File: src/hdl/i2c_slave_pkg.sv
// constants, register map and carrier types for the two-wire slave port
// assumes an ahb-lite master and a 10 mhz hclk
package i2c_slave_pkg;
    localparam logic [7:0] ADDR_OWN = 8'h00;
    localparam logic [7:0] ADDR_DATA = 8'h04;
    localparam logic [7:0] ADDR_CFG = 8'h08;
    localparam logic [7:0] ADDR_STAT = 8'h0C;
    localparam logic [7:0] ADDR_STAGE = 8'h10;
    localparam logic [7:0] ADDR_GATES = 8'h14;
    localparam int GATE_BIT = 8;
    localparam logic [31:0] GATES_RESET = 32'h0000_0000;
    localparam logic [5:0] CFG_RESET = 6'h10;
    localparam logic [7:0] STAT_RESET = 8'h44;
    localparam int CFG_EN = 0;
    localparam int CFG_SLEW = 1;
    localparam int CFG_REL = 2;
    localparam int CFG_WRS = 3;
    localparam int CFG_RDS = 4;
    localparam int CFG_RST = 5;
    localparam int ST_START = 7;
    localparam int ST_STOP = 6;
    localparam int ST_RW = 5;
    localparam int ST_AD = 4;
    localparam int ST_BF = 3;
    localparam int ST_NACK = 2;
    localparam int ST_WRITE_COLLISION_FLAG = 1;
    localparam int ST_OVR = 0;
    localparam logic [3:0] BITS_PER_BYTE = 4'h8;
    localparam logic [3:0] ACK_CLOCK = 4'h9;
    typedef struct packed {
        logic scl;
        logic sda;
    } bus_pins_t;
endpackage : i2c_slave_pkg

File: src/hdl/i2c_slave_port.sv
// two-wire slave port with ahb-lite register access
// assumes the bus master drives scl; pins sampled in hclk domain
// What this block does
// RULE1: module runs only while clock gate set
// RULE2: transmit data buffer msb first, eight clocks
// RULE3: receive byte after eight, interrupt after ninth
// RULE4: read-stretch writes need direction one, release zero
// RULE5: no read stretch: staging buffer loads transmitter
// RULE6: software preloads staging buffer each interrupt
// RULE7: config bit five resets whole serial module; cfg and shreg keep their values
// RULE8: software clears module reset before configuring
// RULE9: port disabled means no bus effect
// RULE10: config bit one drives slew control pad
// RULE11: release bit zero holds clock low
// RULE12: write stretch clears release at receive interrupt
// RULE13: write stretch off only for fast service
// RULE14: read stretch clears release after address/ack
// RULE15: software disables stretching before last byte
// RULE16: config resets to read stretch only
// RULE17: status layout, resets with stop and nack
// RULE18: own address in low eight bits
// RULE19: ninth rising edge samples ack; start clears
// RULE20: byte while full sets overrun, discarded
// RULE21: buffer read or transmit end clears full
// RULE22: reserved bits read zero, writes ignored; the gates register stores and reads back all 32 bits written to it
//
// The AHB-Lite interface to the registers was chosen for this implementation.
`timescale 1ns/1ps
`default_nettype none
module i2c_slave_port (
    input wire logic hclk,
    input wire logic hresetn,
    input wire logic hsel,
    input wire logic [31:0] haddr,
    input wire logic [1:0] htrans,
    input wire logic hwrite,
    input wire logic [2:0] hsize,
    input wire logic [31:0] hwdata,
    input wire logic hready,
    output logic [31:0] hrdata,
    output logic hreadyout,
    output logic hresp,
    input wire i2c_slave_pkg::bus_pins_t pins_in,
    output logic scl_oe_n,
    output logic sda_oe_n,
    output logic scl_out,
    output logic sda_out,
    output logic slew_control_off,
    output logic irq
);
    // ahb address phase capture
    logic ph_wr;
    logic ph_rd;
    logic [7:0] ph_addr;
    wire take = hsel && hready && htrans[1];
    always_ff @(posedge hclk or negedge hresetn) begin
        if (!hresetn) begin
            ph_wr <= 1'b0;
            ph_rd <= 1'b0;
            ph_addr <= 8'h00;
        end else begin
            ph_wr <= take && hwrite;
            ph_rd <= take && !hwrite;
            ph_addr <= haddr[7:0];
        end
    end
    assign hreadyout = 1'b1;
    assign hresp = 1'b0;
    wire wr_own = ph_wr && ph_addr == i2c_slave_pkg::ADDR_OWN;
    wire wr_data = ph_wr && ph_addr == i2c_slave_pkg::ADDR_DATA;
    wire wr_cfg = ph_wr && ph_addr == i2c_slave_pkg::ADDR_CFG;
    wire wr_stat = ph_wr && ph_addr == i2c_slave_pkg::ADDR_STAT;
    wire wr_stage = ph_wr && ph_addr == i2c_slave_pkg::ADDR_STAGE;
    wire wr_gates = ph_wr && ph_addr == i2c_slave_pkg::ADDR_GATES;
    wire rd_data = ph_rd && ph_addr == i2c_slave_pkg::ADDR_DATA;

    // gate register lives outside the serial module reset
    logic [31:0] gates;
    always_ff @(posedge hclk or negedge hresetn) begin
        if (!hresetn) gates <= i2c_slave_pkg::GATES_RESET;
        else if (wr_gates) gates <= hwdata;
    end
    wire gate_on = gates[i2c_slave_pkg::GATE_BIT]; // RULE1

    // pin synchronisers: three stages, second and third must agree
    logic [2:0] scl_sy;
    logic [2:0] sda_sy;
    logic scl_q;
    logic sda_q;
    always_ff @(posedge hclk or negedge hresetn) begin
        if (!hresetn) begin
            scl_sy <= 3'h7;
            sda_sy <= 3'h7;
            scl_q <= 1'b1;
            sda_q <= 1'b1;
        end else begin
            scl_sy <= {scl_sy[1:0], pins_in.scl};
            sda_sy <= {sda_sy[1:0], pins_in.sda};
            if (scl_sy[1] == scl_sy[2]) scl_q <= scl_sy[2];
            if (sda_sy[1] == sda_sy[2]) sda_q <= sda_sy[2];
        end
    end
    logic scl_d;
    logic sda_d;
    always_ff @(posedge hclk or negedge hresetn) begin
        if (!hresetn) begin
            scl_d <= 1'b1;
            sda_d <= 1'b1;
        end else begin
            scl_d <= scl_q;
            sda_d <= sda_q;
        end
    end
    wire scl_rise = scl_q && !scl_d;
    wire scl_fall = !scl_q && scl_d;
    wire start_ev = scl_q && scl_d && sda_d && !sda_q;
    wire stop_ev = scl_q && scl_d && !sda_d && sda_q;

    // serial module registers, reset by module reset except cfg and shreg, which keep their values
    logic [5:0] cfg;
    logic [7:0] own;
    logic [7:0] dbuf;
    logic [7:0] stage;
    logic [7:0] shreg;
    logic [3:0] cnt;
    logic active;
    logic addr_phase;
    logic tx_mode;
    logic drive_sda;
    logic st_start, st_stop, st_rw, st_ad, st_bf, st_nack, st_write_collision_flag, st_ovr;
    wire mod_rst = cfg[i2c_slave_pkg::CFG_RST]; // RULE7
    wire run = gate_on && !mod_rst && cfg[i2c_slave_pkg::CFG_EN]; // RULE1
    wire rds = cfg[i2c_slave_pkg::CFG_RDS];
    wire wrs = cfg[i2c_slave_pkg::CFG_WRS];
    wire release_bit = cfg[i2c_slave_pkg::CFG_REL];
    wire wr_ok = !rds || (st_rw && !release_bit); // RULE4
    wire bus_ev = run && active;
    wire fall8 = bus_ev && scl_fall && cnt == i2c_slave_pkg::BITS_PER_BYTE;
    wire rise9 = bus_ev && scl_rise && cnt == i2c_slave_pkg::BITS_PER_BYTE;
    wire fall9 = bus_ev && scl_fall && cnt == i2c_slave_pkg::ACK_CLOCK;
    wire addr_hit = addr_phase && shreg[7:1] == own[7:1];
    wire rx_byte = fall8 && !addr_phase && !tx_mode;
    wire addr_rd = fall9 && addr_phase && addr_hit && shreg[0];
    wire tx_acked = fall9 && tx_mode && !st_nack;
    wire load_next = addr_rd || tx_acked;
    wire rx_irq = fall9 && !tx_mode && (!addr_phase || addr_hit);
    wire [7:0] next_byte = rds ? dbuf : stage; // RULE5

    always_ff @(posedge hclk or negedge hresetn) begin
        if (!hresetn) begin
            cfg <= i2c_slave_pkg::CFG_RESET; // RULE16
        end else if (wr_cfg) begin
            cfg <= hwdata[5:0]; // RULE22 RULE8 RULE15
        end else if (mod_rst) begin
            cfg <= cfg;
        end else if ((rx_irq && wrs) || (load_next && rds)) begin
            cfg[i2c_slave_pkg::CFG_REL] <= 1'b0; // RULE12 RULE13 RULE14
        end
    end

    always_ff @(posedge hclk or negedge hresetn) begin
        if (!hresetn) begin
            own <= 8'h00;
            stage <= 8'h00;
        end else if (mod_rst) begin
            own <= 8'h00;
            stage <= 8'h00;
        end else begin
            if (wr_own) own <= hwdata[7:0]; // RULE18
            if (wr_stage) stage <= hwdata[7:0]; // RULE6
        end
    end

    // bit engine
    always_ff @(posedge hclk or negedge hresetn) begin
        if (!hresetn) begin
            cnt <= 4'h0;
            active <= 1'b0;
            addr_phase <= 1'b0;
            tx_mode <= 1'b0;
            shreg <= 8'h00;
            drive_sda <= 1'b0;
        end else if (mod_rst || !run || stop_ev) begin
            cnt <= 4'h0;
            active <= 1'b0;
            addr_phase <= 1'b0;
            tx_mode <= 1'b0;
            drive_sda <= 1'b0;
        end else if (start_ev) begin
            cnt <= 4'h0;
            active <= 1'b1;
            addr_phase <= 1'b1;
            tx_mode <= 1'b0;
            drive_sda <= 1'b0;
        end else if (active) begin
            // a read-stretch write lands while scl is held: reload shifter
            if (wr_data && wr_ok && rds && tx_mode && cnt == 4'h0) begin
                shreg <= {hwdata[6:0], 1'b0}; // RULE14
                drive_sda <= !hwdata[7]; // RULE2
            end
            if (scl_rise && cnt < i2c_slave_pkg::BITS_PER_BYTE && !tx_mode)
                shreg <= {shreg[6:0], sda_q};
            if (scl_rise)
                cnt <= cnt + 4'h1;
            if (fall8) begin
                // ack the address or a received byte; nack on overrun
                drive_sda <= !tx_mode && (addr_phase ? addr_hit : !st_bf);
            end else if (fall9) begin
                cnt <= 4'h0;
                addr_phase <= 1'b0;
                if (addr_phase && !addr_hit) active <= 1'b0;
                if (load_next) begin
                    tx_mode <= 1'b1;
                    shreg <= {next_byte[6:0], 1'b0}; // RULE2
                    drive_sda <= !next_byte[7]; // RULE2
                end else begin
                    tx_mode <= tx_mode && !st_nack && !addr_phase;
                    drive_sda <= 1'b0;
                end
            end else if (scl_fall && tx_mode && cnt < 4'h8) begin
                drive_sda <= !shreg[7]; // RULE2
                shreg <= {shreg[6:0], 1'b0};
            end
        end
    end

    // data buffer and status flags
    always_ff @(posedge hclk or negedge hresetn) begin
        if (!hresetn) begin
            dbuf <= 8'h00;
        end else if (mod_rst) begin
            dbuf <= 8'h00;
        end else if (wr_data && wr_ok) begin
            dbuf <= hwdata[7:0]; // RULE4
        end else if (load_next && !rds) begin
            dbuf <= stage; // RULE5
        end else if (rx_byte && !st_bf) begin
            dbuf <= shreg; // RULE3 RULE20
        end
    end

    always_ff @(posedge hclk or negedge hresetn) begin
        if (!hresetn) begin
            {st_start, st_stop, st_rw, st_ad, st_bf, st_nack, st_write_collision_flag, st_ovr}
                <= i2c_slave_pkg::STAT_RESET; // RULE17
        end else if (mod_rst) begin
            {st_start, st_stop, st_rw, st_ad, st_bf, st_nack, st_write_collision_flag, st_ovr}
                <= i2c_slave_pkg::STAT_RESET;
        end else begin
            if (wr_stat && !hwdata[i2c_slave_pkg::ST_WRITE_COLLISION_FLAG])
                st_write_collision_flag <= 1'b0;
            if (wr_stat && !hwdata[i2c_slave_pkg::ST_OVR])
                st_ovr <= 1'b0;
            if (wr_data && !wr_ok) st_write_collision_flag <= 1'b1; // RULE4
            if (rx_byte && st_bf) st_ovr <= 1'b1; // RULE20
            // set wins over a read in the same cycle
            if (rd_data) st_bf <= 1'b0; // RULE21
            if (fall8 && tx_mode) st_bf <= 1'b0; // RULE21
            if ((wr_data && wr_ok) || (load_next && !rds)) st_bf <= 1'b1;
            if (rx_byte) st_bf <= 1'b1; // RULE3
            if (fall8) st_ad <= !addr_phase;
            if (rise9) st_nack <= sda_q; // RULE19
            if (fall9 && addr_phase && addr_hit) st_rw <= shreg[0];
            if (fall9 && st_nack) st_rw <= 1'b0;
            if (run && start_ev) begin
                st_start <= 1'b1;
                st_stop <= 1'b0;
                st_nack <= 1'b0; // RULE19
                st_rw <= 1'b0;
            end
            if (run && stop_ev) begin
                st_start <= 1'b0;
                st_stop <= 1'b1;
                st_rw <= 1'b0;
            end
        end
    end

    // receive and transmit interrupt pulse after the ninth clock
    always_ff @(posedge hclk or negedge hresetn) begin
        if (!hresetn) irq <= 1'b0;
        else irq <= rx_irq || (fall9 && tx_mode); // RULE3
    end

    // pin drive: active low enables, wire level resolved outside
    assign scl_out = 1'b0;
    assign sda_out = 1'b0;
    assign scl_oe_n = !(run && !release_bit); // RULE9 RULE11
    assign sda_oe_n = !(run && drive_sda); // RULE9
    assign slew_control_off = cfg[i2c_slave_pkg::CFG_SLEW]; // RULE10

    // register read mux
    wire [7:0] stat_v = {st_start, st_stop, st_rw, st_ad,
                         st_bf, st_nack, st_write_collision_flag, st_ovr};
    wire [7:0] rd_mux =
        ph_addr == i2c_slave_pkg::ADDR_OWN ? own :
        ph_addr == i2c_slave_pkg::ADDR_DATA ? dbuf :
        ph_addr == i2c_slave_pkg::ADDR_CFG ? {2'b00, cfg} :
        ph_addr == i2c_slave_pkg::ADDR_STAT ? stat_v :
        ph_addr == i2c_slave_pkg::ADDR_STAGE ? stage : 8'h00;
    wire gate_rd = ph_addr == i2c_slave_pkg::ADDR_GATES;
    assign hrdata = !ph_rd ? 32'h0000_0000 :
                    gate_rd ? gates : {24'h00_0000, rd_mux}; // RULE22

    // assertions
    property p_write_collision_flag_on_bad_write;
        @(posedge hclk) disable iff (!hresetn)
        (wr_data && !wr_ok && !mod_rst) |=> st_write_collision_flag && $stable(dbuf);
    endproperty
    a_write_collision_flag_on_bad_write: assert property (p_write_collision_flag_on_bad_write) // RULE4
        else $error("blocked data write not flagged");
    property p_overrun;
        @(posedge hclk) disable iff (!hresetn)
        (rx_byte && st_bf && !mod_rst) |=> st_ovr && $stable(dbuf);
    endproperty
    a_overrun: assert property (p_overrun) // RULE20
        else $error("overrun not flagged");
    property p_rx_store;
        @(posedge hclk) disable iff (!hresetn)
        (rx_byte && !st_bf && !mod_rst) |=> st_bf && dbuf == $past(shreg);
    endproperty
    a_rx_store: assert property (p_rx_store) // RULE3
        else $error("received byte not stored");
    property p_irq_ninth;
        @(posedge hclk) disable iff (!hresetn)
        rx_irq |=> irq;
    endproperty
    a_irq_ninth: assert property (p_irq_ninth) // RULE3
        else $error("no interrupt after ninth clock");
    property p_disabled_quiet;
        @(posedge hclk) disable iff (!hresetn)
        !run |-> scl_oe_n && sda_oe_n;
    endproperty
    a_disabled_quiet: assert property (p_disabled_quiet) // RULE9
        else $error("disabled port touches the bus");
    property p_hold_low;
        @(posedge hclk) disable iff (!hresetn)
        (run && !release_bit) |-> !scl_oe_n;
    endproperty
    a_hold_low: assert property (p_hold_low) // RULE11
        else $error("clock not held low");
    property p_rd_stretch;
        @(posedge hclk) disable iff (!hresetn)
        (load_next && rds && !wr_cfg && !mod_rst) |=> !release_bit;
    endproperty
    a_rd_stretch: assert property (p_rd_stretch) // RULE14
        else $error("read stretch did not hold clock");
    property p_wr_stretch;
        @(posedge hclk) disable iff (!hresetn)
        (rx_irq && wrs && !wr_cfg && !mod_rst) |=> !release_bit;
    endproperty
    a_wr_stretch: assert property (p_wr_stretch) // RULE12
        else $error("write stretch did not hold clock");
    property p_stage_load;
        @(posedge hclk) disable iff (!hresetn)
        (load_next && !rds && !wr_data && !mod_rst) |=> dbuf == $past(stage);
    endproperty
    a_stage_load: assert property (p_stage_load) // RULE5
        else $error("staging buffer not loaded");
    property p_read_clears_full;
        @(posedge hclk) disable iff (!hresetn)
        (rd_data && !rx_byte && !load_next && !mod_rst) |=> !st_bf;
    endproperty
    a_read_clears_full: assert property (p_read_clears_full) // RULE21
        else $error("read did not clear full flag");
    c_rx: cover property (@(posedge hclk) rx_byte);
    c_tx: cover property (@(posedge hclk) load_next);
    c_write_collision_flag: cover property (@(posedge hclk) wr_data && !wr_ok);
endmodule : i2c_slave_port
`default_nettype wire
File: config.mk
export PLATFORM = sky130hd
export DESIGN_NAME = i2c_slave_port
export DESIGN_NICKNAME = d
export VERILOG_FILES = /design/src/hdl/i2c_slave_pkg.sv /design/src/hdl/i2c_slave_port.sv
export SDC_FILE = /design/constraint.sdc
export NUM_CORES = 1
export LEC_CHECK = 0
export ABC_AREA = 0
export BUFFER_PORTS_ARGS = -buffer_cell sky130_fd_sc_hd__buf_2
export CAP_MARGIN = 20
export CORE_MARGIN = 3
export CORE_UTILIZATION = 35
export CTS_BUF_LIST = sky130_fd_sc_hd__clkbuf_2
export DETAILED_ROUTE_END_ITERATION = 6
export PLACE_DENSITY = 0.59
export REMOVE_ABC_BUFFERS = 1
export SLEW_MARGIN = 0
export SYNTH_ARGS = -nofsm -noshare
export SYNTH_HDL_FRONTEND = slang
export SYNTH_SLANG_ARGS = --single-unit
File: constraint.sdc
create_clock -name hclk -period 2.1 [get_ports hclk]
set_clock_uncertainty 0.05 [all_clocks]
set_input_delay 0.105 -clock hclk [delete_from_list [all_inputs] [get_ports hclk]]
set_output_delay 0.105 -clock hclk [all_outputs]
set_load 0.05 [all_outputs]
==> results.cfg <==
[setup_path]
cp.required_ns = 1.95
cp.arrival_ns = 2.72
path_class = reg -> out
cp-start-kind = register
r2r_slack_ns = -0.20
cp-end-kind = primary output
reg2reg_depth = 7
worstPathMaxFanout = 5

[sta]
rsz0062_at_grt = yes
setup_viol = 82
setup_slack_ns = -0.771
slew_violations = 0
tightest_slew_ns = 0.591
layout_min_cycle_time_ns = 2.87
period_share_pct = 137
hold_viol = 0
slew_headroom_pct = 60.6
fmax_ghz = 0.348

[place]
place_congestion = 0.912
dp_slack_ns = -0.298
dpl-instance-area_um2 = 7480
hpwlAfterDp_mm = 14.6
port_buffers = 83
place_inst = 997

[cts]
cts_tree = yes
cts_buffers = 9
h-tree-depth = 3
cts_sinks = 107
clkTransAtPathRegs_ns = 0.23
clockBufferDepth = 2
cts_root_buf = clkbuf_2
clk_latency_ns = 0.62

[route]
ant_nets = 0
firstDrtPassIters = 7
viasPerCell = 5.53
drc = 0
vias = 6056
drt_wl_total_mm = 21.6
first_iter_violations = 463
avgRoutedWirePerCell_um = 19.7

[worst_hold_path]
hold_depth = 2
hp-class = in -> reg

[finish]
fin_nets = 948
syn_to_final_growth_pct = 48.9
drive_gt1_share_pct = 44.3
final_common_cell = buf_4
layout_common_cells = buf_4, dfrtp_1, nand2_1
utilization_pct = 54.4
stdcell_count = 1095
stdcell_area_um2 = 9210

[logic_synthesis]
synth_cell_types = 75
synthTopCellsByArea = dfrtp_1, mux2_4, dfstp_2, nand2_1, and3_1
synth_top_area_share_pct = 38.0
synthCells = 631
avgSynthCellArea_um2 = 9.81
ys.flop_type = dfrtp_1
synthesis.area_um2 = 6190
ys_ff_latch = 107
async_reset_ff_share_pct = 100
yosys_warnings = 0
ys_seq_area_share_pct = 43.5
yosysTopAreaCell = dfrtp_1
synth_edf_count = 0

[global_route]
grt_max_degree = 48
grt_pass1_vias = 6186
antenna_found_initial = 1
grt_usage_pct = 21.5
grt_pass1_wl_mm = 33.2
grt-ovfl-total = 0

[power]
finalPower_uw = 4280
leakage_uw = 0.00418
irDropWorstVdd_mv = 0.461
power-per-cell-area_nw_per_um2 = 465

[die]
fp-row-count = 47
ioPinCount = 116
die_x_um = 139
start_util_pct = 36.5
core_um2 = 16900
dieHeight_um = 139
fp.dieArea_um2 = 19300

[outcome]
status = finished with violations
violations = setup timing

[run]
drv_cap = 0
critical path: stages, from the launching register on:
cell and delay, ns:
dfrtp_1 0.43, or4_4 0.59, buf_6 0.15, nor2_4 0.08
and3_4 0.21, buf_6 0.12, a222oi_1 0.10, o31ai_1 0.10
and2_1 0.19, buf_6 0.16
logic make-up (layout without fill, tap and decap cells):
group                    count (synthesis)  after routing  synth area share, %
multiplexers                            48             48                 10.4
flip-flops                             107            107                 43.5
buffers and inverters                   56            297                 5.14
XOR/XNOR                                 9              9                 1.27
AND/OR/NAND/NOR                        256            256                 22.0
other                                    2              5                0.121
adder cells (fa/ha/maj)                  5              5                0.930
AO/OA/AOI/OAI                          148            148                 16.7
final cells by class:
type / count / area, µm²
fill: 1461 / 7720
multi-input combinational: 470 / 3630
sequential: 107 / 2700
timing repair buffer: 273 / 2420
tap: 220 / 275
clock inverter: 6 / 104
clock buffer: 10 / 50.0
inverter: 8 / 30.0
antenna: 1 / 2.50
worst paths after layout:
| check | endpoint | startpoint |
|---|---|---|
| setup / recovery | hrdata[1] | ph_addr[7] |
| hold / removal | ph_addr[6] | haddr[6] |
| setup reg to reg | gates[24] | ph_addr[7] |
| hold reg to reg | scl_sy[2] | scl_sy[1] |
| max in group asynchronous | scl_sy[1] | hresetn |
| min in group asynchronous | gates[5] | hresetn |
Yosys cell counts, types with 3 or more instances:
cell type  number
a22oi_1         6
inv_1           8
nand2_1        78
nor2_1         39
o21ai_0        27
and2_1         12
a221oi_2        4
nand2_2         3
xnor2_1         8
dfstp_2        13
a21oi_1        38
ha_1            3
nand4b_1        4
and3_1         38
a31oi_1         6
nor2b_1         6
mux2_2          8
mux2i_1        10
a222oi_1        5
nand3_1        31
buf_2          16
nand2b_1       12
o21ai_1         3
buf_12          3
a32o_1          4
mux2_4         30
o31ai_1        11
nor3_2          3
dfrtp_1        94
nand4_1         3
o211ai_1        4
clkbuf_1       19
a211oi_1       10
a21o_1          4
a221oi_1        3
buf_4           7
a32oi_1         3
nand3b_1        4
report_power, final:
part / internal (µW) / switching [µW]
Sequential: 2200 / 137
Clock: 509 / 676
Combinational: 359 / 402
registers in the layout, indices dropped and copies added (netlist names), 3 cells and up:
name / count
gates: 32
dbuf: 8
own: 8
ph_addr: 8
shreg: 8
stage: 8
cfg: 6
cnt: 4
scl_sy: 3
sda_sy: 3
metrics by stage:
| step | hold WS [ns] | setup TNS (ns) |
|---|---|---|
| 6_report | 0.0738 | -30.20 |
| 5_1_grt | 0.0162 | -39.07 |
| 4_1_cts | 0.00226 | -32.73 |
| 3_5_place_dp | 0.0725 | -16.79 |
| 3_3_place_gp | 0.0686 | -11.09 |
| 2_1_floorplan | -0.241 | -33.80 |
per-layer routing:
| metal | up-vias | routed length, µm | GRT usage (%) |
|---|---|---|---|
| li1 | 2751 | - | - |
| met1 | 3036 | 9200 | 28.5 |
| met2 | 226 | 10400 | 33.9 |
| met3 | 43 | 1310 | 5.45 |
| met4 | 0 | 631 | 8.60 |
| met5 | - | 0 | 0 |
repair_timing:
action	4_1_cts	5_1_grt
hold endpoints to repair	176	1
gates cloned	2	3
pin swaps	28	37
endpoints found under the setup margin	106	113
hold buffers	51	1
resized for setup	138	78
setup buffers	25	12
(Power assumes the default switching activity.)
